[src/include/mtu_pkg.sv]
// Package for the multi timer unit slice: widths, field codes, reset values.
// Assumes a single core clock; every control bit reaches the block as a port.
package mtu_pkg;
  localparam int CNT_W = 16;                         // Counter and compare width
  localparam int NUM_FRC = 3;                        // Free run counters selectable
  localparam int NUM_CMP = 2;                        // Compare channels in this slice
  localparam int NUM_CAP = 2;                        // Capture channels in this slice
  localparam int NUM_ADC = 3;                        // Converter units served
  localparam int DIV_W = 4;                          // Prescaler code width
  localparam int SEL_W = 2;                          // Counter select width
  localparam logic [CNT_W-1:0] CNT_ZERO = 16'h0000;  // Counter restart value
  localparam logic [DIV_W-1:0] DIV_RST = 4'h0;       // Prescaler reset code
  // Capture edge selection codes
  localparam logic [1:0] EDGE_OFF = 2'h0;            // Edge detection disabled
  localparam logic [1:0] EDGE_RISE = 2'h1;           // Rising edge
  localparam logic [1:0] EDGE_FALL = 2'h2;           // Falling edge
  localparam logic [1:0] EDGE_BOTH = 2'h3;           // Both edges
  // Waveform generator modes
  typedef enum logic [0:0] {
    MTU_WF_THRU,                                     // Compare output passed through
    MTU_WF_PULSE_GATED                               // Pulse gated mode
  } mtu_wfmode_e;
endpackage

[src/verilog/mtu_prescale.sv]
// Prescaler: divides the core clock by 2**code into a one-cycle enable.
// Assumes a synchronous code input; a code change restarts the phase loosely.
`timescale 1ns/1ns
module mtu_prescale (
  input wire logic core_clk_i,                      // Core clock
  input wire logic resetn_i,                        // Async reset, active low
  input wire logic run_i,                           // Divider allowed to run
  input wire logic [mtu_pkg::DIV_W-1:0] code_i,     // Divide by 2**code
  output logic tick_o                               // One-cycle count enable
);
  import mtu_pkg::*;

  logic [15:0] div_r; // Divide chain, advances only while running

  ////////////////////////////////////////////////////////////////////////
  // Divide chain runs only while counting, so a stop freezes the phase
  always_ff @(posedge core_clk_i or negedge resetn_i) begin
    if (!resetn_i) begin
      div_r <= 16'h0000;
    end else if (run_i) begin
      div_r <= div_r + 16'h0001;
    end
  end

  // Tick when the low code bits are all ones: one pulse each 2**code cycles
  always_comb begin
    logic [15:0] mask;
    mask = (16'h0001 << code_i) - 16'h0001;
    tick_o = run_i && ((div_r & mask) == mask);
  end
endmodule

[src/verilog/mtu_capture.sv]
// One capture channel: edge detect on its input, latch the counter, flag it.
// Assumes the input is already synchronous to the core clock.
`timescale 1ns/1ns
module mtu_capture (
  input wire logic core_clk_i,                      // Core clock
  input wire logic resetn_i,                        // Async reset, active low
  input wire logic [1:0] edge_sel_i,                // Edge selection code
  input wire logic cap_in_i,                        // Capture input
  input wire logic [mtu_pkg::CNT_W-1:0] cnt_i,      // Selected counter value
  input wire logic flag_wr_i,                       // Flag write strobe
  input wire logic flag_wdata_i,                    // Flag write value
  output logic [mtu_pkg::CNT_W-1:0] cap_value_o,    // Captured counter value
  output logic flag_o                               // Valid edge flag
);
  import mtu_pkg::*;

  logic prev_r; // Previous input level
  logic hit;    // Selected edge seen

  ////////////////////////////////////////////////////////////////////////
  // Input history for edge detection
  always_ff @(posedge core_clk_i or negedge resetn_i) begin
    if (!resetn_i) begin
      prev_r <= 1'b0;
    end else begin
      prev_r <= cap_in_i;
    end
  end

  // Edge decode against the selection code
  always_comb begin
    case (edge_sel_i)
      EDGE_RISE: hit = cap_in_i && !prev_r;
      EDGE_FALL: hit = !cap_in_i && prev_r;
      EDGE_BOTH: hit = cap_in_i ^ prev_r;
      default: hit = 1'b0;                  // Disabled
    endcase
  end

  // Latch the counter on the edge
  always_ff @(posedge core_clk_i or negedge resetn_i) begin
    if (!resetn_i) begin
      cap_value_o <= CNT_ZERO;
    end else if (hit) begin
      cap_value_o <= cnt_i;
    end
  end

  // Flag: edge sets, writing 0 clears, set wins over clear
  always_ff @(posedge core_clk_i or negedge resetn_i) begin
    if (!resetn_i) begin
      flag_o <= 1'b0;
    end else if (hit) begin
      flag_o <= 1'b1;
    end else if (flag_wr_i && !flag_wdata_i) begin
      flag_o <= 1'b0;
    end
  end

  a_cap_latch: assert property (@(posedge core_clk_i) disable iff (!resetn_i)
    hit |=> (cap_value_o == $past(cnt_i)) && flag_o)
    else $error("capture did not latch counter");
  a_cap_keep: assert property (@(posedge core_clk_i) disable iff (!resetn_i)
    (flag_wr_i && flag_wdata_i && !hit && flag_o) |=> flag_o)
    else $error("writing one altered capture flag");
  c_cap_edge: cover property (@(posedge core_clk_i) disable iff (!resetn_i) hit);
endmodule

[src/verilog/mtu_slice.sv]
// Multi timer unit slice: counter, two compare channels with waveform gen,
// two capture channels, and converter start triggers.
// Assumes all controls are synchronous ports written by software logic.
`timescale 1ns/1ns

// Summary of operation
// - Counter and waveform timer count divided clock
// - Count up from zero to cycle value
// - Start and stop by software commands
// - Stopped counter loads software written value
// - Compare writes buffer, then transfer active
// - Each match inverts the compare output
// - Match sets flag and requests interrupt
// - Write one keeps flag, zero clears
// - Software sets compare output initial level
// - Output inverts on match only while channel enabled; disabled, it follows the initial level
// - Select counter per compare and capture pair
// - Compare high asserts pulse generator gate
// - While high, output combines pulse signal
// - Compare low deasserts the gate; the shared gate stays up while the other enabled compare is high
// - After fall, waveform output forced low
// - Capture edge selection set by software
// - Edge stores counter and requests interrupt
// - Six converter start outputs provided
// - Start outputs ORed with other units
// - Counter value exported to other units
// - Capture edge rising, falling or both
module mtu_slice (
  input wire logic core_clk_i,                                  // Core clock 25 MHz
  input wire logic resetn_i,                                    // Async reset, active low
  // Counter control
  input wire logic cnt_start_i,                                 // Start command pulse
  input wire logic cnt_stop_i,                                  // Stop command pulse
  input wire logic [mtu_pkg::DIV_W-1:0] cnt_div_i,              // Prescaler code
  input wire logic [mtu_pkg::CNT_W-1:0] cycle_value_i,          // Cycle value
  input wire logic cnt_load_i,                                  // Counter value write
  input wire logic [mtu_pkg::CNT_W-1:0] cnt_load_value_i,       // Counter load data
  input wire logic [mtu_pkg::CNT_W-1:0] ext_cnt0_i,             // Counter of other unit
  input wire logic [mtu_pkg::CNT_W-1:0] ext_cnt1_i,             // Counter of other unit
  output logic [mtu_pkg::CNT_W-1:0] counter_value_o,            // Own counter, exported
  output logic cnt_running_o,                                   // Counter is running
  // Compare control
  input wire logic [mtu_pkg::SEL_W-1:0] compare_counter_select_i, // Counter for pair
  input wire logic [mtu_pkg::NUM_CMP-1:0] cmp_enable_i,         // Channel enables
  input wire logic [mtu_pkg::NUM_CMP-1:0] cmp_buf_disable_i,    // Bypass buffer
  input wire logic [mtu_pkg::NUM_CMP-1:0] compare_output_level_i, // Initial levels
  input wire logic [mtu_pkg::NUM_CMP-1:0] cmp_int_enable_i,     // Interrupt enables
  input wire logic [mtu_pkg::NUM_CMP-1:0] cmp_wr_i,             // Compare value write
  input wire logic [mtu_pkg::CNT_W-1:0] compare_value_i,        // Compare write data
  input wire logic cmp_flag_wr_i,                               // Match flag write
  input wire logic [mtu_pkg::NUM_CMP-1:0] cmp_flag_wdata_i,     // Match flag data
  output logic [mtu_pkg::NUM_CMP-1:0] cmp_flag_o,               // Match flags
  output logic [mtu_pkg::NUM_CMP-1:0] cmp_irq_o,                // Match interrupt req
  output logic [mtu_pkg::NUM_CMP-1:0] compare_output_o,         // Compare outputs
  // Waveform generator
  input wire logic waveform_mode_control_i,                     // 1: pulse gated mode
  input wire logic [mtu_pkg::DIV_W-1:0] wf_div_i,               // Waveform timer prescale
  input wire logic pulse_gen_i,                                 // Pulse from generator
  output logic pulse_gen_gate_o,                                // Gate to generator
  output logic [mtu_pkg::NUM_CMP-1:0] waveform_output_o,        // Waveform outputs
  output logic wf_tick_o,                                       // Waveform timer enable
  // Capture
  input wire logic [mtu_pkg::SEL_W-1:0] capture_counter_select_i, // Counter for pair
  input wire logic [1:0] cap_edge0_i,                           // Ch0 edge selection
  input wire logic [1:0] cap_edge1_i,                           // Ch1 edge selection
  input wire logic [mtu_pkg::NUM_CAP-1:0] capture_input_i,      // Capture inputs
  input wire logic [mtu_pkg::NUM_CAP-1:0] cap_int_enable_i,     // Interrupt enables
  input wire logic cap_flag_wr_i,                               // Edge flag write
  input wire logic [mtu_pkg::NUM_CAP-1:0] cap_flag_wdata_i,     // Edge flag data
  output logic [mtu_pkg::CNT_W-1:0] capture_value0_o,           // Ch0 captured value
  output logic [mtu_pkg::CNT_W-1:0] capture_value1_o,           // Ch1 captured value
  output logic [mtu_pkg::NUM_CAP-1:0] cap_flag_o,               // Edge flags
  output logic [mtu_pkg::NUM_CAP-1:0] cap_irq_o,                // Capture interrupt req
  // Converter starts
  input wire logic [mtu_pkg::NUM_ADC-1:0] adc_scan_sel_i,       // Scan start on zero
  input wire logic [mtu_pkg::NUM_ADC-1:0] adc_prio_sel_i,       // Priority start on peak
  input wire logic [mtu_pkg::NUM_ADC-1:0] ext_scan_start_i,     // Scan starts of others
  input wire logic [mtu_pkg::NUM_ADC-1:0] ext_prio_start_i,     // Priority starts others
  output logic [mtu_pkg::NUM_ADC-1:0] adc_scan_start_o,         // Scan start triggers
  output logic [mtu_pkg::NUM_ADC-1:0] adc_prio_start_o          // Priority triggers
);
  import mtu_pkg::*;

  // Pick one of the three counters from a select code
  function automatic logic [CNT_W-1:0] pick_cnt(input logic [SEL_W-1:0] sel,
      input logic [CNT_W-1:0] own, input logic [CNT_W-1:0] e0,
      input logic [CNT_W-1:0] e1);
    case (sel)
      2'h1: pick_cnt = e0;
      2'h2: pick_cnt = e1;
      default: pick_cnt = own;
    endcase
  endfunction

  ////////////////////////////////////////////////////////////////////////
  // Free run counter
  logic run_r;            // Counting
  logic cnt_tick;         // Count enable
  logic [CNT_W-1:0] cnt_r; // Counter
  logic zero_evt_r;       // Counter wrapped to zero
  logic peak_evt_r;       // Counter reached cycle value

  // Start and stop commands; stop wins if both arrive together
  always_ff @(posedge core_clk_i or negedge resetn_i) begin
    if (!resetn_i) begin
      run_r <= 1'b0;
    end else if (cnt_stop_i) begin
      run_r <= 1'b0;
    end else if (cnt_start_i) begin
      run_r <= 1'b1;
    end
  end

  mtu_prescale u_cnt_div (
    .core_clk_i(core_clk_i),
    .resetn_i(resetn_i),
    .run_i(run_r),
    .code_i(cnt_div_i),
    .tick_o(cnt_tick)
  );

  // Counting; the load only takes effect while stopped
  always_ff @(posedge core_clk_i or negedge resetn_i) begin
    if (!resetn_i) begin
      cnt_r <= CNT_ZERO;
      zero_evt_r <= 1'b0;
      peak_evt_r <= 1'b0;
    end else begin
      zero_evt_r <= 1'b0;
      peak_evt_r <= 1'b0;
      if (!run_r && cnt_load_i) begin
        cnt_r <= cnt_load_value_i;
      end else if (cnt_tick) begin
        if (cnt_r == cycle_value_i) begin
          cnt_r <= CNT_ZERO;
          zero_evt_r <= 1'b1;
        end else begin
          cnt_r <= cnt_r + 16'h0001;
          peak_evt_r <= (cnt_r + 16'h0001) == cycle_value_i;
        end
      end
    end
  end

  assign counter_value_o = cnt_r;
  assign cnt_running_o = run_r;

  a_cnt_wrap: assert property (@(posedge core_clk_i) disable iff (!resetn_i)
    (cnt_tick && !cnt_load_i && cnt_r == cycle_value_i) |=> cnt_r == CNT_ZERO)
    else $error("counter did not wrap at cycle value");
  a_cnt_hold: assert property (@(posedge core_clk_i) disable iff (!resetn_i)
    (!run_r && !cnt_load_i) |=> $stable(cnt_r))
    else $error("stopped counter moved");
  a_cnt_load: assert property (@(posedge core_clk_i) disable iff (!resetn_i)
    (!run_r && cnt_load_i) |=> cnt_r == $past(cnt_load_value_i))
    else $error("stopped counter did not load");
  c_cnt_wrap: cover property (@(posedge core_clk_i) disable iff (!resetn_i) zero_evt_r);

  ////////////////////////////////////////////////////////////////////////
  // Compare channels
  logic [CNT_W-1:0] cmp_cnt;                // Counter feeding the pair
  logic [CNT_W-1:0] cmp_buf_r [NUM_CMP];    // Buffer registers
  logic [CNT_W-1:0] cmp_act_r [NUM_CMP];    // Active compare values
  logic [NUM_CMP-1:0] cmp_pend_r;           // Buffer holds untransferred value
  logic [NUM_CMP-1:0] match;                // Match this cycle
  logic [CNT_W-1:0] cmp_cnt_q;              // Counter seen last cycle

  assign cmp_cnt = pick_cnt(compare_counter_select_i, cnt_r, ext_cnt0_i, ext_cnt1_i);

  // A match fires once per counter value, not every core cycle it is held
  always_ff @(posedge core_clk_i or negedge resetn_i) begin
    if (!resetn_i) begin
      cmp_cnt_q <= CNT_ZERO;
    end else begin
      cmp_cnt_q <= cmp_cnt;
    end
  end

  always_comb begin
    for (int i = 0; i < NUM_CMP; i++) begin
      match[i] = cmp_enable_i[i] && (cmp_cnt == cmp_act_r[i]) && (cmp_cnt != cmp_cnt_q);
    end
  end

  // Buffer then transfer at counter zero, or straight through when bypassed
  always_ff @(posedge core_clk_i or negedge resetn_i) begin
    if (!resetn_i) begin
      for (int i = 0; i < NUM_CMP; i++) begin
        cmp_buf_r[i] <= CNT_ZERO;
        cmp_act_r[i] <= CNT_ZERO;
      end
      cmp_pend_r <= '0;
    end else begin
      for (int i = 0; i < NUM_CMP; i++) begin
        if (cmp_wr_i[i]) begin
          cmp_buf_r[i] <= compare_value_i;
          cmp_pend_r[i] <= 1'b1;
        end else if (cmp_pend_r[i] && (cmp_buf_disable_i[i] || !cmp_enable_i[i] ||
                     cmp_cnt == CNT_ZERO)) begin
          cmp_act_r[i] <= cmp_buf_r[i];
          cmp_pend_r[i] <= 1'b0;
        end
      end
    end
  end

  // Output toggles on match while enabled; initial level while disabled
  always_ff @(posedge core_clk_i or negedge resetn_i) begin
    if (!resetn_i) begin
      compare_output_o <= '0;
    end else begin
      for (int i = 0; i < NUM_CMP; i++) begin
        if (!cmp_enable_i[i]) begin
          compare_output_o[i] <= compare_output_level_i[i];
        end else if (match[i]) begin
          compare_output_o[i] <= !compare_output_o[i];
        end
      end
    end
  end

  // Match flag: match sets, write 0 clears, set wins
  always_ff @(posedge core_clk_i or negedge resetn_i) begin
    if (!resetn_i) begin
      cmp_flag_o <= '0;
    end else begin
      for (int i = 0; i < NUM_CMP; i++) begin
        if (match[i]) begin
          cmp_flag_o[i] <= 1'b1;
        end else if (cmp_flag_wr_i && !cmp_flag_wdata_i[i]) begin
          cmp_flag_o[i] <= 1'b0;
        end
      end
    end
  end

  assign cmp_irq_o = cmp_flag_o & cmp_int_enable_i;

  a_cmp_toggle: assert property (@(posedge core_clk_i) disable iff (!resetn_i)
    (match[0] && cmp_enable_i[0]) |=> compare_output_o[0] != $past(compare_output_o[0]))
    else $error("compare output did not invert on match");
  a_cmp_flag: assert property (@(posedge core_clk_i) disable iff (!resetn_i)
    match[0] |=> cmp_flag_o[0] && (cmp_irq_o[0] == cmp_int_enable_i[0]))
    else $error("match flag not raised");
  a_cmp_keep: assert property (@(posedge core_clk_i) disable iff (!resetn_i)
    (cmp_flag_o[0] && cmp_flag_wr_i && cmp_flag_wdata_i[0]) |=> cmp_flag_o[0])
    else $error("writing one cleared match flag");
  a_cmp_idle: assert property (@(posedge core_clk_i) disable iff (!resetn_i)
    (!cmp_enable_i[1] ##1 !cmp_enable_i[1])
      |-> compare_output_o[1] == $past(compare_output_level_i[1]))
    else $error("disabled output not at initial level");
  c_cmp_match: cover property (@(posedge core_clk_i) disable iff (!resetn_i) match[0]);

  ////////////////////////////////////////////////////////////////////////
  // Waveform generator; timer enable kept for dead time style modes
  logic wf_gate; // Either compare output high

  mtu_prescale u_wf_div (
    .core_clk_i(core_clk_i),
    .resetn_i(resetn_i),
    .run_i(waveform_mode_control_i),
    .code_i(wf_div_i),
    .tick_o(wf_tick_o)
  );

  // Gate is the OR of both enabled compare outputs, as the pair shares one generator
  assign wf_gate = waveform_mode_control_i && (|(compare_output_o & cmp_enable_i));

  // Registered gate and superimposed outputs; a disabled channel stays low in pulse gated mode
  always_ff @(posedge core_clk_i or negedge resetn_i) begin
    if (!resetn_i) begin
      pulse_gen_gate_o <= 1'b0;
      waveform_output_o <= '0;
    end else begin
      pulse_gen_gate_o <= wf_gate;
      for (int i = 0; i < NUM_CMP; i++) begin
        if (!waveform_mode_control_i) begin
          waveform_output_o[i] <= compare_output_o[i];
        end else if (cmp_enable_i[i] && compare_output_o[i]) begin
          waveform_output_o[i] <= pulse_gen_i;
        end else begin
          waveform_output_o[i] <= 1'b0;
        end
      end
    end
  end

  a_wf_gate: assert property (@(posedge core_clk_i) disable iff (!resetn_i)
    (waveform_mode_control_i && cmp_enable_i[0] && $rose(compare_output_o[0]))
      |=> pulse_gen_gate_o)
    else $error("gate not asserted on compare rise");
  a_wf_low: assert property (@(posedge core_clk_i) disable iff (!resetn_i)
    (waveform_mode_control_i && !compare_output_o[0]) |=> !waveform_output_o[0])
    else $error("waveform output not low after fall");
  a_wf_super: assert property (@(posedge core_clk_i) disable iff (!resetn_i)
    (waveform_mode_control_i && cmp_enable_i[0] && compare_output_o[0])
      |=> waveform_output_o[0] == $past(pulse_gen_i))
    else $error("pulse not superimposed");
  c_wf_gate: cover property (@(posedge core_clk_i) disable iff (!resetn_i)
    $fell(pulse_gen_gate_o));

  ////////////////////////////////////////////////////////////////////////
  // Capture channels on the selected counter
  logic [CNT_W-1:0] cap_cnt; // Counter feeding the pair

  assign cap_cnt = pick_cnt(capture_counter_select_i, cnt_r, ext_cnt0_i, ext_cnt1_i);

  mtu_capture u_cap0 (
    .core_clk_i(core_clk_i),
    .resetn_i(resetn_i),
    .edge_sel_i(cap_edge0_i),
    .cap_in_i(capture_input_i[0]),
    .cnt_i(cap_cnt),
    .flag_wr_i(cap_flag_wr_i),
    .flag_wdata_i(cap_flag_wdata_i[0]),
    .cap_value_o(capture_value0_o),
    .flag_o(cap_flag_o[0])
  );

  mtu_capture u_cap1 (
    .core_clk_i(core_clk_i),
    .resetn_i(resetn_i),
    .edge_sel_i(cap_edge1_i),
    .cap_in_i(capture_input_i[1]),
    .cnt_i(cap_cnt),
    .flag_wr_i(cap_flag_wr_i),
    .flag_wdata_i(cap_flag_wdata_i[1]),
    .cap_value_o(capture_value1_o),
    .flag_o(cap_flag_o[1])
  );

  assign cap_irq_o = cap_flag_o & cap_int_enable_i;

  ////////////////////////////////////////////////////////////////////////
  // Converter starts: own zero or peak events ORed with other units
  always_comb begin
    for (int i = 0; i < NUM_ADC; i++) begin
      adc_scan_start_o[i] = (adc_scan_sel_i[i] & zero_evt_r) | ext_scan_start_i[i];
      adc_prio_start_o[i] = (adc_prio_sel_i[i] & peak_evt_r) | ext_prio_start_i[i];
    end
  end

  a_adc_or: assert property (@(posedge core_clk_i) disable iff (!resetn_i)
    ext_scan_start_i[0] |-> adc_scan_start_o[0])
    else $error("external scan start lost");
endmodule

[config.mk]
export PLATFORM = sky130hd
export DESIGN_NAME = mtu_slice
export DESIGN_NICKNAME = d
export VERILOG_FILES = /design/src/include/mtu_pkg.sv /design/src/verilog/mtu_prescale.sv /design/src/verilog/mtu_capture.sv /design/src/verilog/mtu_slice.sv
export SDC_FILE = /design/constraint.sdc
export NUM_CORES = 1
export LEC_CHECK = 0
export BUFFER_PORTS_ARGS = -buffer_cell sky130_fd_sc_hd__buf_2
export CELL_PAD_IN_SITES_DETAIL_PLACEMENT = 1
export CELL_PAD_IN_SITES_GLOBAL_PLACEMENT = 1
export CORE_AREA = 2 2 169 171
export DETAILED_ROUTE_END_ITERATION = 16
export DIE_AREA = 0 0 171 173
export PLACE_DENSITY = 0.78
export SLEW_MARGIN = 20
export SYNTH_ARGS = -nofsm -noshare
export SYNTH_HDL_FRONTEND = slang
export SYNTH_SLANG_ARGS = --single-unit
[constraint.sdc]
create_clock -name core_clk_i -period 7 [get_ports core_clk_i]
set_input_delay 0.7 -clock core_clk_i [delete_from_list [all_inputs] [get_ports core_clk_i]]
set_output_delay 0.7 -clock core_clk_i [all_outputs]
set_load 0.02 [all_outputs]
# Yosys cells after proc, flatten, opt, wreduce, memory -nomap -nowiden
# Cells that the tools add are included.
dict set report totals {
  reg_bits 176
  latch_bits 0
  mem_bits_rw 0
  mem_bits_ro 0
  in_bits 135
  output_inout_bits 69
  elab_cells 156
  memories 0
}
dict set report classes {
  n_addsub 5
  multipliers 0
  div_mod_pow 0
  order_cmp 0
  n_eq_ne 19
  n_shift 2
  n_mux 35
  n_bitwise 21
  reduce_logical 49
}
# cell count
set ops {}
lappend ops {{16-bit equality test} 6}
lappend ops {{16-bit one-hot mux with 2 select lines} 2}
lappend ops {{16-bit by 1-bit adder with 16-bit output (second input constant)} 3}
lappend ops {{16-bit two-way mux} 3}
lappend ops {{16-bit bitwise AND} 2}
lappend ops {{1-bit by 4-bit << shifter with 16-bit output (first input constant)} 2}
lappend ops {{16-bit by 1-bit subtractor with 16-bit output (second input constant)} 2}
lappend ops {{1-bit two-way mux} 28}
lappend ops {{1-bit logical AND} 20}
lappend ops {{16-bit zero test} 1}
lappend ops {{16-bit != test} 1}
lappend ops {{2-bit nonzero test} 8}
lappend ops {{1-bit zero test} 13}
lappend ops {{2-bit equality test (second input constant)} 6}
lappend ops {{2-bit by 1-bit equality test with 1-bit output (second input constant)} 4}
lappend ops {{1-bit bitwise AND} 6}
lappend ops {{2-bit bitwise AND} 3}
lappend ops {{1-bit OR} 6}
lappend ops {{1-bit one-hot mux with 3 select lines} 2}
lappend ops {{1-bit logical OR} 4}
lappend ops {{2-bit by 1-bit != test with 1-bit output (second input constant)} 2}
lappend ops {{2-bit AND reduction} 2}
lappend ops {{1-bit NOT} 2}
lappend ops {{2-bit OR reduction} 1}
lappend ops {{1-bit bitwise XOR} 2}

# Longest topological paths before layout
# Gate-level depths: netlist of the first run.
dict set report logic_depth {
  word_depth 7
  depth_mapped 13
  mapped_depth_nobuf 10
}

# Hierarchy
# From an unflattened synthesis of the first run, not the netlist that was laid out.
dict set report hier_totals {
  hier_cells 1059
  area_unflattened_um2 10472.5
}
# mod instances cells_each area_per_inst_um2
set by_module_without_submodules {}
lappend by_module_without_submodules {mtu_slice 1 637 6391.1}
lappend by_module_without_submodules {mtu_capture 2 107 1106.1}
lappend by_module_without_submodules {mtu_prescale 2 104 934.6}

# Worst setup path after synthesis of the first run
# OpenSTA, ideal clock, no wires.
dict set report synth_path {
  path_type {input -> output}
  startpoint {input wf_div_i[1] (netlist bit)}
  endpoint {output wf_tick_o}
  arrival_time_ps 3127
  t_required_ps 6300
  path_slack_ps 3173
  stages 10
  path_cell_list {clkbuf_1 nor2_1 nand3_1 ha_1 clkbuf_1 nor3b_1 a31oi_1 o22a_1 o22ai_1 a2111oi_0}
}
dict set report synth_via {
  elab_chain_len 5
}
# item line
set synth_lines {}
lappend synth_lines {{start, declared} mtu_slice.sv:57} ;# input wire logic [mtu_pkg::DIV_W-1:0] wf_div_i,
lappend synth_lines {{1-bit by 4-bit << shifter with 16-bit output *} mtu_prescale.sv:28} ;# mask = (16'h0001 << code_i) - 16'h0001;
lappend synth_lines {{16-bit by 1-bit subtractor with 16-bit output *} mtu_prescale.sv:28}
lappend synth_lines {{16-bit bitwise AND} mtu_prescale.sv:29} ;# tick_o = run_i && ((div_r & mask) == mask);
lappend synth_lines {{16-bit equality test *} mtu_prescale.sv:29}
lappend synth_lines {{1-bit logical AND *} mtu_prescale.sv:29}
lappend synth_lines {{end, declared} mtu_slice.sv:61} ;# output logic wf_tick_o,
# Mark *: on every way between the ends. The rest lies on a longest branch, timed or not.

# Worst setup path in the final report of the first run
dict set report layout_path {
  startpoint {input compare_counter_select_i[1] (netlist bit)}
  endpoint {register cmp_act_r[16] (netlist bit)}
}
dict set report layout_via {
  elab_chain_len 6
  word_cells_on_any_way 7
  classes_between {eq/ne: 2; mux: 1; reduce/logical: 4}
}
# item line
set layout_lines {}
lappend layout_lines {{start, declared} mtu_slice.sv:43} ;# input wire logic [mtu_pkg::SEL_W-1:0] compare_counter_select_i,
lappend layout_lines {{2-bit equality test or 2-bit by 1-bit equality test with 1-bit output (tied branches)} mtu_slice.sv:88} ;# case (sel)
lappend layout_lines {{16-bit one-hot mux with 2 select lines *} mtu_slice.sv:88}
lappend layout_lines {{16-bit zero test *} mtu_slice.sv:199} ;# cmp_cnt == CNT_ZERO)) begin
lappend layout_lines {{1-bit logical OR *} mtu_slice.sv:198} ;# end else if (cmp_pend_r[i] && (cmp_buf_disable_i[i] || !cmp_enable_i[i] ||
lappend layout_lines {{1-bit logical AND *} mtu_slice.sv:198}
lappend layout_lines {{2-bit AND reduction (no source line) *} n/a}
lappend layout_lines {{end signal, assigned by index} mtu_slice.sv:200} ;# cmp_act_r[i] <= cmp_buf_r[i];
lappend layout_lines {{end, declared} mtu_slice.sv:163} ;# logic [CNT_W-1:0] cmp_act_r [NUM_CMP];
# Marked as above.
# A chain may end at the register's enable or synchronous reset.

==> metrics.txt, run 1 <==
EDFF count, synth=0; DRC viols=0; synthesized net count=between 1000 and 1500; # IOs=just over 200; final max-slew violation count=0; peak supply drop=between 0.00015 and 0.0002 V; postcts setup bufs=0; Clock transition at path regs=0.07 ns; P per Cell Area=between 200 and 300 nW/um2; Die Wd=171 um; Final Cycle Share=around three fifths; CP Class=input pin to register; post-synthesis xor/xnor area fraction=just under 10%; max-cap violations=0; most common cell after layout, fill and taps aside=buf_2; CTS Buf Count=17; CP required=approximately 7.3 ns; R2R setup slack=approximately 3.6 ns; Die ar.=slightly below 30000 um2; HPWL after DPL=21900 um; Post-synth ARST share=100%; Starting Density=a little over a third; Hold Crit Class=input pin to asynchronous set/reset pin; initial antenna violation count=1; gr ovfl total=0; fin crit period=between 4 and 5 ns; Slew @ Worst Pin=1.09 ns; Clock Path Buffers=2; Arrival @ worst endpoint=around 4.5 ns; Setup TNS Final=0 ns; maximum fanout along the worst path=18; CTS resizes=0; final WL=between 20000 and 30000 um; nets@finish=about 1200; CTS tree=done; Root Driver=clkbuf_16; most frequent cells in the layout=buf_2, dfrtp_1, mux2_2; largest family of logic cells by synthesized area=multiplexers; status=finished, final reports clean; syn avg cell area=about 11 um2; Synth cell types=~70; via density per instance=about 5.2; vias in the first global route=7956; total core area=between 20000 and 30000 um2; slowest CP cell=nor3b_4; FP Rows=between 60 and 70; top_reg_cell synth=dfrtp_1; Setup Slack @ Placement=2.36 ns; multiplexer share of the synthesized area=about 14%; compound-gate portion of the synthesized area=a little under an eighth; Vias=a little under 8000; clock tree sinks=about 170; WL per Instance=around 19 um; Yosys reg bits=roughly 170; CP peak stage delay=~0.80 ns; cells along the critical path=buf_2 > ha_1 > inv_2 > o21ai_1 > nand4_1 > or4_1 > and3b_4 > nor3b_4 > mux2_2; Final Worst Setup Slack=2.81 ns; Layout area overhead=18.9%; CP startpoint kind=input pin; register area share after synthesis=between 40 and 50%; Die Ht=approximately 170 um; Clock Skew=between 0.007 and 0.008 ns; simple logic cell fraction of the synthesized area=12.8%; Ys Warns=0; # port buffers=203; final setup violation count=0; TritonRoute pass-1 iters=5; family with the most delay on the worst path=simple AND/OR/NAND/NOR gates; Hold Vio Cnt, Final=0; Mapped Cells=around 900; pin count of the biggest net entering global routing=101; Antenna Violating Nets Remaining=0; GRT Total Usage=slightly below 20%; adder-cell share of the synthesized area=roughly 1.7%; first-pass GRT wire length=between 40000 and 50000 um; crit end category=register; RSZ-0062 raised after global routing=no; Buf/Inv on CP=2; initial DRC count=approximately 550; worst skew pair latency=roughly 0.43 ns; normalized max-slew margin=a little over a quarter; CTS Hold Bufs=0; routability cong.=0.876; FMAX=239 MHz; H-tree levels=4; fraction of layout cells with a size suffix above 1=between 30% and 40%; Post-Syn Area=9620 um2; Pleak=slightly above 5 nW; Filler Cell Count=between 3000 and 4000
## cells in the mapped netlist, types with 4 or more instances
cell / count / share of area (%)
a21o_1: 6 / 0.47
a21oi_1: 21 / 1.1
a221o_1: 4 / 0.42
a22o_2: 5 / 0.52
a22oi_1: 18 / 1.4
a31oi_1: 18 / 1.2
and2_1: 4 / 0.26
and3_1: 8 / 0.52
buf_1: 4 / 0.16
buf_4: 5 / 0.39
buf_6: 5 / 0.59
clkbuf_1: 38 / 1.5
dfrtp_1: 174 / 45
ha_1: 13 / 1.7
inv_1: 37 / 1.4
mux2_2: 78 / 9.1
mux2_4: 20 / 3.1
mux2i_1: 14 / 1.5
nand2_1: 64 / 2.5
nand2b_1: 4 / 0.26
nand3_1: 21 / 1.1
nand4_1: 21 / 1.4
nor2_1: 54 / 2.1
nor2b_1: 8 / 0.52
nor3_1: 9 / 0.47
nor4_1: 6 / 0.39
o2111ai_1: 5 / 0.46
o211ai_1: 6 / 0.47
o21a_1: 4 / 0.31
o21ai_0: 43 / 2.2
o21ai_1: 7 / 0.36
o22ai_1: 5 / 0.33
or3_1: 8 / 0.52
or4_1: 7 / 0.55
xnor2_1: 60 / 5.5
xor2_1: 47 / 4.3
## state kept, by name, indices dropped and copies added (netlist names), 15 cells and up
| signal | cells |
|---|---|
| cmp_act_r | 32 |
| u_cnt_div.div_r | 15 |
| counter_value_o | 16 |
| u_wf_div.div_r | 15 |
| cmp_cnt_q | 16 |
| u_cap1.cap_value_o | 16 |
| u_cap0.cap_value_o | 16 |
| cmp_buf_r | 32 |
## final timing paths
check                                             from            end  cells after the start
max                        compare_counter_select_i[1]  cmp_act_r[16]                      9
min                                           resetn_i  u_cap0.flag_o                      1
max reg2reg                         counter_value_o[6]  cmp_act_r[16]                      6
min reg2reg                              cmp_pend_r[1]  cmp_pend_r[1]                      1
max in group asynchronous                     resetn_i  cmp_act_r[12]                      2
min in group core_clk_i             capture_input_i[0]  u_cap0.prev_r                      1
## cell families after synthesis
logic type / after synthesis
buffers and inverters: 96
AND/OR/NAND/NOR: 237
multiplexers: 113
AO/OA/AOI/OAI: 171
XOR/XNOR: 107
adder cells (fa/ha/maj): 13
flip-flops: 174
## cell type report
cell class	count	area, um2	area share, %
multi-input cells	641	4810	42.1
flip-flops and latches	174	4350	38.1
repair buffers	209	1070	9.33
well taps	378	473	4.13
clock buffers	18	439	3.84
clock inverters	14	150	1.31
inverters	38	143	1.25
diodes	1	2.50	0.0219
## per-layer routing
| layer | wire, um | track usage, % |
|---|---|---|
| met5 | 0 | 0 |
| met4 | 396 | 4.87 |
| met3 | 1650 | 3.98 |
| met2 | 13700 | 32.2 |
| met1 | 12800 | 25.8 |
## power breakdown
part / switching (mW) / internal [mW] / leakage, nW
registers: 0.207 / 1.19 / 2.12
logic: 0.438 / 0.374 / 2.75
clock network: 0.443 / 0.515 / 0.285
total: 1.09 / 2.08 / 5.16
## stage by stage
stage | util (%) | cell area [um2] | cells | hold WS (ns) | total power, mW
after floorplan | - | 9620 | 911 | 0.404 | 1.90
after global placement | 39.3 | 10800 | 1440 | 0.468 | 2.19
after detailed placement | 39.3 | 10800 | 1440 | 0.478 | 2.23
after CTS | 41.4 | 11400 | 1472 | 0.389 | 3.19
after global routing | 41.4 | 11400 | 1472 | 0.386 | 3.34
final | 41.4 | 11400 | 1473 | 0.380 | 3.16
No activity file was read; power rests on OpenSTA's default activity.
==> run 2: changes to the inputs <==
- PLACE_DENSITY: 0.78 -> 0.8
- clock period: 7 -> 3.78 ns (I/O delays scaled with it)
==> run 2 against run 1 <==
Highest routed layer unchanged. Worst setup slack lost 2.1 ns. Count of clock-buffer cells in the layout grew 1. Global-route usage grew 0.51 points. Sequential power grew 84%. Die area is the same. The flow now finishes with violations (hold timing). Critical path depth grew 2. Cell count grew 1.6%. Non-clock buffer count grew 25. Routed wire length grew 1.8%.
==> metrics.txt, run 2 (synthesized netlist as in run 1, its figures left out) <==
status=finished, violations left (was finished, final reports clean); violated checks=hold timing; clock tree sinks=174 (unchanged); gr ovfl total=0 (unchanged); Setup Slack @ Placement=0.247 ns (was 2.36 ns); slowest CP cell=or4_1 (was nor3b_4); Clock transition at path regs=0.07 ns (about the same); nets@finish=1254 (was 1229); highest metal used=met4 (unchanged); Die Wd=171 um (unchanged); Layout Cells excl Fill=1497 (was 1473); initial DRC count=474 (was 545); via density per instance=5.24 (was 5.22); CP Class=input pin to register (unchanged); CTS Hold Bufs=0 (unchanged); postcts setup bufs=0 (unchanged); Die ar.=29600 um2 (unchanged); RSZ-0062 raised after global routing=no (unchanged); peak supply drop=0.000370 V (was 0.000173 V); worst skew pair latency=0.43 ns (about the same); Buf/Inv on CP=3 (was 2); most frequent cells in the layout=buf_2, dfrtp_1, mux2_2 (unchanged); FP Rows=61 (unchanged); first-pass GRT wire length=46100 um (was 44800 um); # IOs=204 (unchanged); Die Ht=173 um (unchanged); pin count of the biggest net entering global routing=94 (was 101); Antenna Violating Nets Remaining=0 (unchanged); FMAX=321 MHz; family with the most delay on the worst path=simple AND/OR/NAND/NOR gates (unchanged); Worst R2R Start=cnt_running_o (was counter_value_o[6]); total core area=27600 um2 (unchanged); Layout area overhead=21.2% (was 18.9%); Clock Path Buffers=2 (unchanged); CP peak stage delay=0.57 ns (was 0.80 ns); CP required=4.09 ns (was 7.31 ns); Slew @ Worst Pin=1.06 ns (was 1.09 ns); wire length on met3=1630 um (was 1650 um); final WL=29100 um (was 28600 um); fraction of layout cells with a size suffix above 1=34.4% (was 33.0%); normalized max-slew margin=29.4% (was 27.0%); maximum fanout along the worst path=16 (was 18); Clock Skew=0.0143 ns (was 0.00756 ns); final max-slew violation count=0 (unchanged); R2R setup slack=0.92 ns (was 3.59 ns); CTS resizes=0 (unchanged); WHS=-0.00928 ns (was 0.380 ns); Top Registers=cmp_act_r (32), cmp_buf_r (32) (unchanged); worst r2r path cells=7 (was 6); Vias=7841 (was 7683); GRT Total Usage=19.9% (was 19.4%); CTS tree=done (unchanged); most common cell after layout, fill and taps aside=buf_2 (unchanged); Root Driver=clkbuf_16 (unchanged); Starting Density=34.8% (unchanged); Arrival @ worst endpoint=3.42 ns (was 4.50 ns); crit end category=register (unchanged); # port buffers=203 (unchanged); WL per Instance=19.4 um (about the same); Hold Vio Cnt, Final=3 (was 0); TritonRoute pass-1 iters=5 (unchanged); CTS Buf Count=17 (unchanged); P per Cell Area=510 nW/um2 (was 277 nW/um2); HPWL after DPL=22000 um (was 21900 um); routability cong.=0.857 (was 0.876); Final Cycle Share=82.3%; met2 wire length=13800 um (was 13700 um); H-tree levels=4 (unchanged); placed cells=1465 (was 1440); cells along the critical path=buf_2 > inv_1 > ha_1 > a221oi_1 > or2_2 > nand4b_1 > or4_1 > and3b_4 > nor3b_4 > buf_4 > mux2_2 (was buf_2 > ha_1 > inv_2 > o21ai_1 > nand4_1 > or4_1 > and3b_4 > nor3b_4 > mux2_2); Final Worst Setup Slack=0.669 ns (was 2.81 ns); max-cap violations=0 (unchanged); initial antenna violation count=2 (was 1); routed metal-1 wire length=12900 um (was 12800 um); fin crit period=3.11 ns; vias in the first global route=8235 (was 7956); Hold Crit Class=input pin to asynchronous set/reset pin (unchanged); CP startpoint kind=input pin (unchanged); reg2reg end=counter_value_o[9] (was cmp_act_r[16]); Pleak=5.29 nW (was 5.16 nW); DRC viols=0 (unchanged); Setup TNS Final=0 ns (unchanged); final setup violation count=0 (unchanged)
## run 2: cell count changes in the layout (fill, tap and decap cells not counted), sizes merged
cell	previous run	this run
buf	209	234
bufinv	1	2
clkbuf	18	19
clkinv	3	1
inv	46	45
## run 2: final cells by class
class | count | area, um2
fill | 3145 | 16000
clock buffer | 19 | 453
sequential | 174 | 4350
timing repair buffer | 234 | 1270
clock inverter | 12 | 150
tap | 378 | 473
inverter | 38 | 143
multi-input combinational | 641 | 4810
antenna | 1 | 2.50
## run 2: stage by stage
step / power [mW] / instance area, um2 / util (%)
finish: 5.94 / 11700 / 42.2
global route: 6.26 / 11700 / 42.2
CTS: 6.00 / 11700 / 42.2
detailed placement: 4.16 / 11000 / 40.0
global placement: 4.08 / 11000 / 40.0
floorplan: 3.53 / 9620 / -
## run 2: how the worst max path moves through the flow
stage,startpoint,endpoint,depth (start not counted)
after floorplan,compare_counter_select_i[0],cmp_act_r[10],12
after global placement,compare_counter_select_i[0],cmp_act_r[20],11
after detailed placement,compare_counter_select_i[0],cmp_act_r[3],11
after CTS,compare_counter_select_i[0],cmp_act_r[15],11
after global routing,cnt_div_i[1],counter_value_o[14],12
final,compare_counter_select_i[0],cmp_act_r[1],11
## run 2: power breakdown
part | internal, mW | total (mW) | switching, mW
logic | 0.731 | 1.57 | 0.835
clock network | 1.03 | 1.81 | 0.785
registers | 2.20 | 2.56 | 0.365
total | 3.96 | 5.94 | 1.98
## run 2: worst reg2reg max path: cells and delay by family (launching register included)
kind / cells / cell delay [ns]
AO/OA/AOI/OAI: 5 / 1.42
AND/OR/NAND/NOR: 2 / 0.83
flip-flops: 1 / 0.53
## run 2: per-layer routing
metal | up-vias | GRT usage (%)
met2 | 227 | 32.5
met4 | 0 | 6.57
met5 | - | 0
met3 | 37 | 4.37
li1 | 3627 | -
met1 | 3950 | 26.1
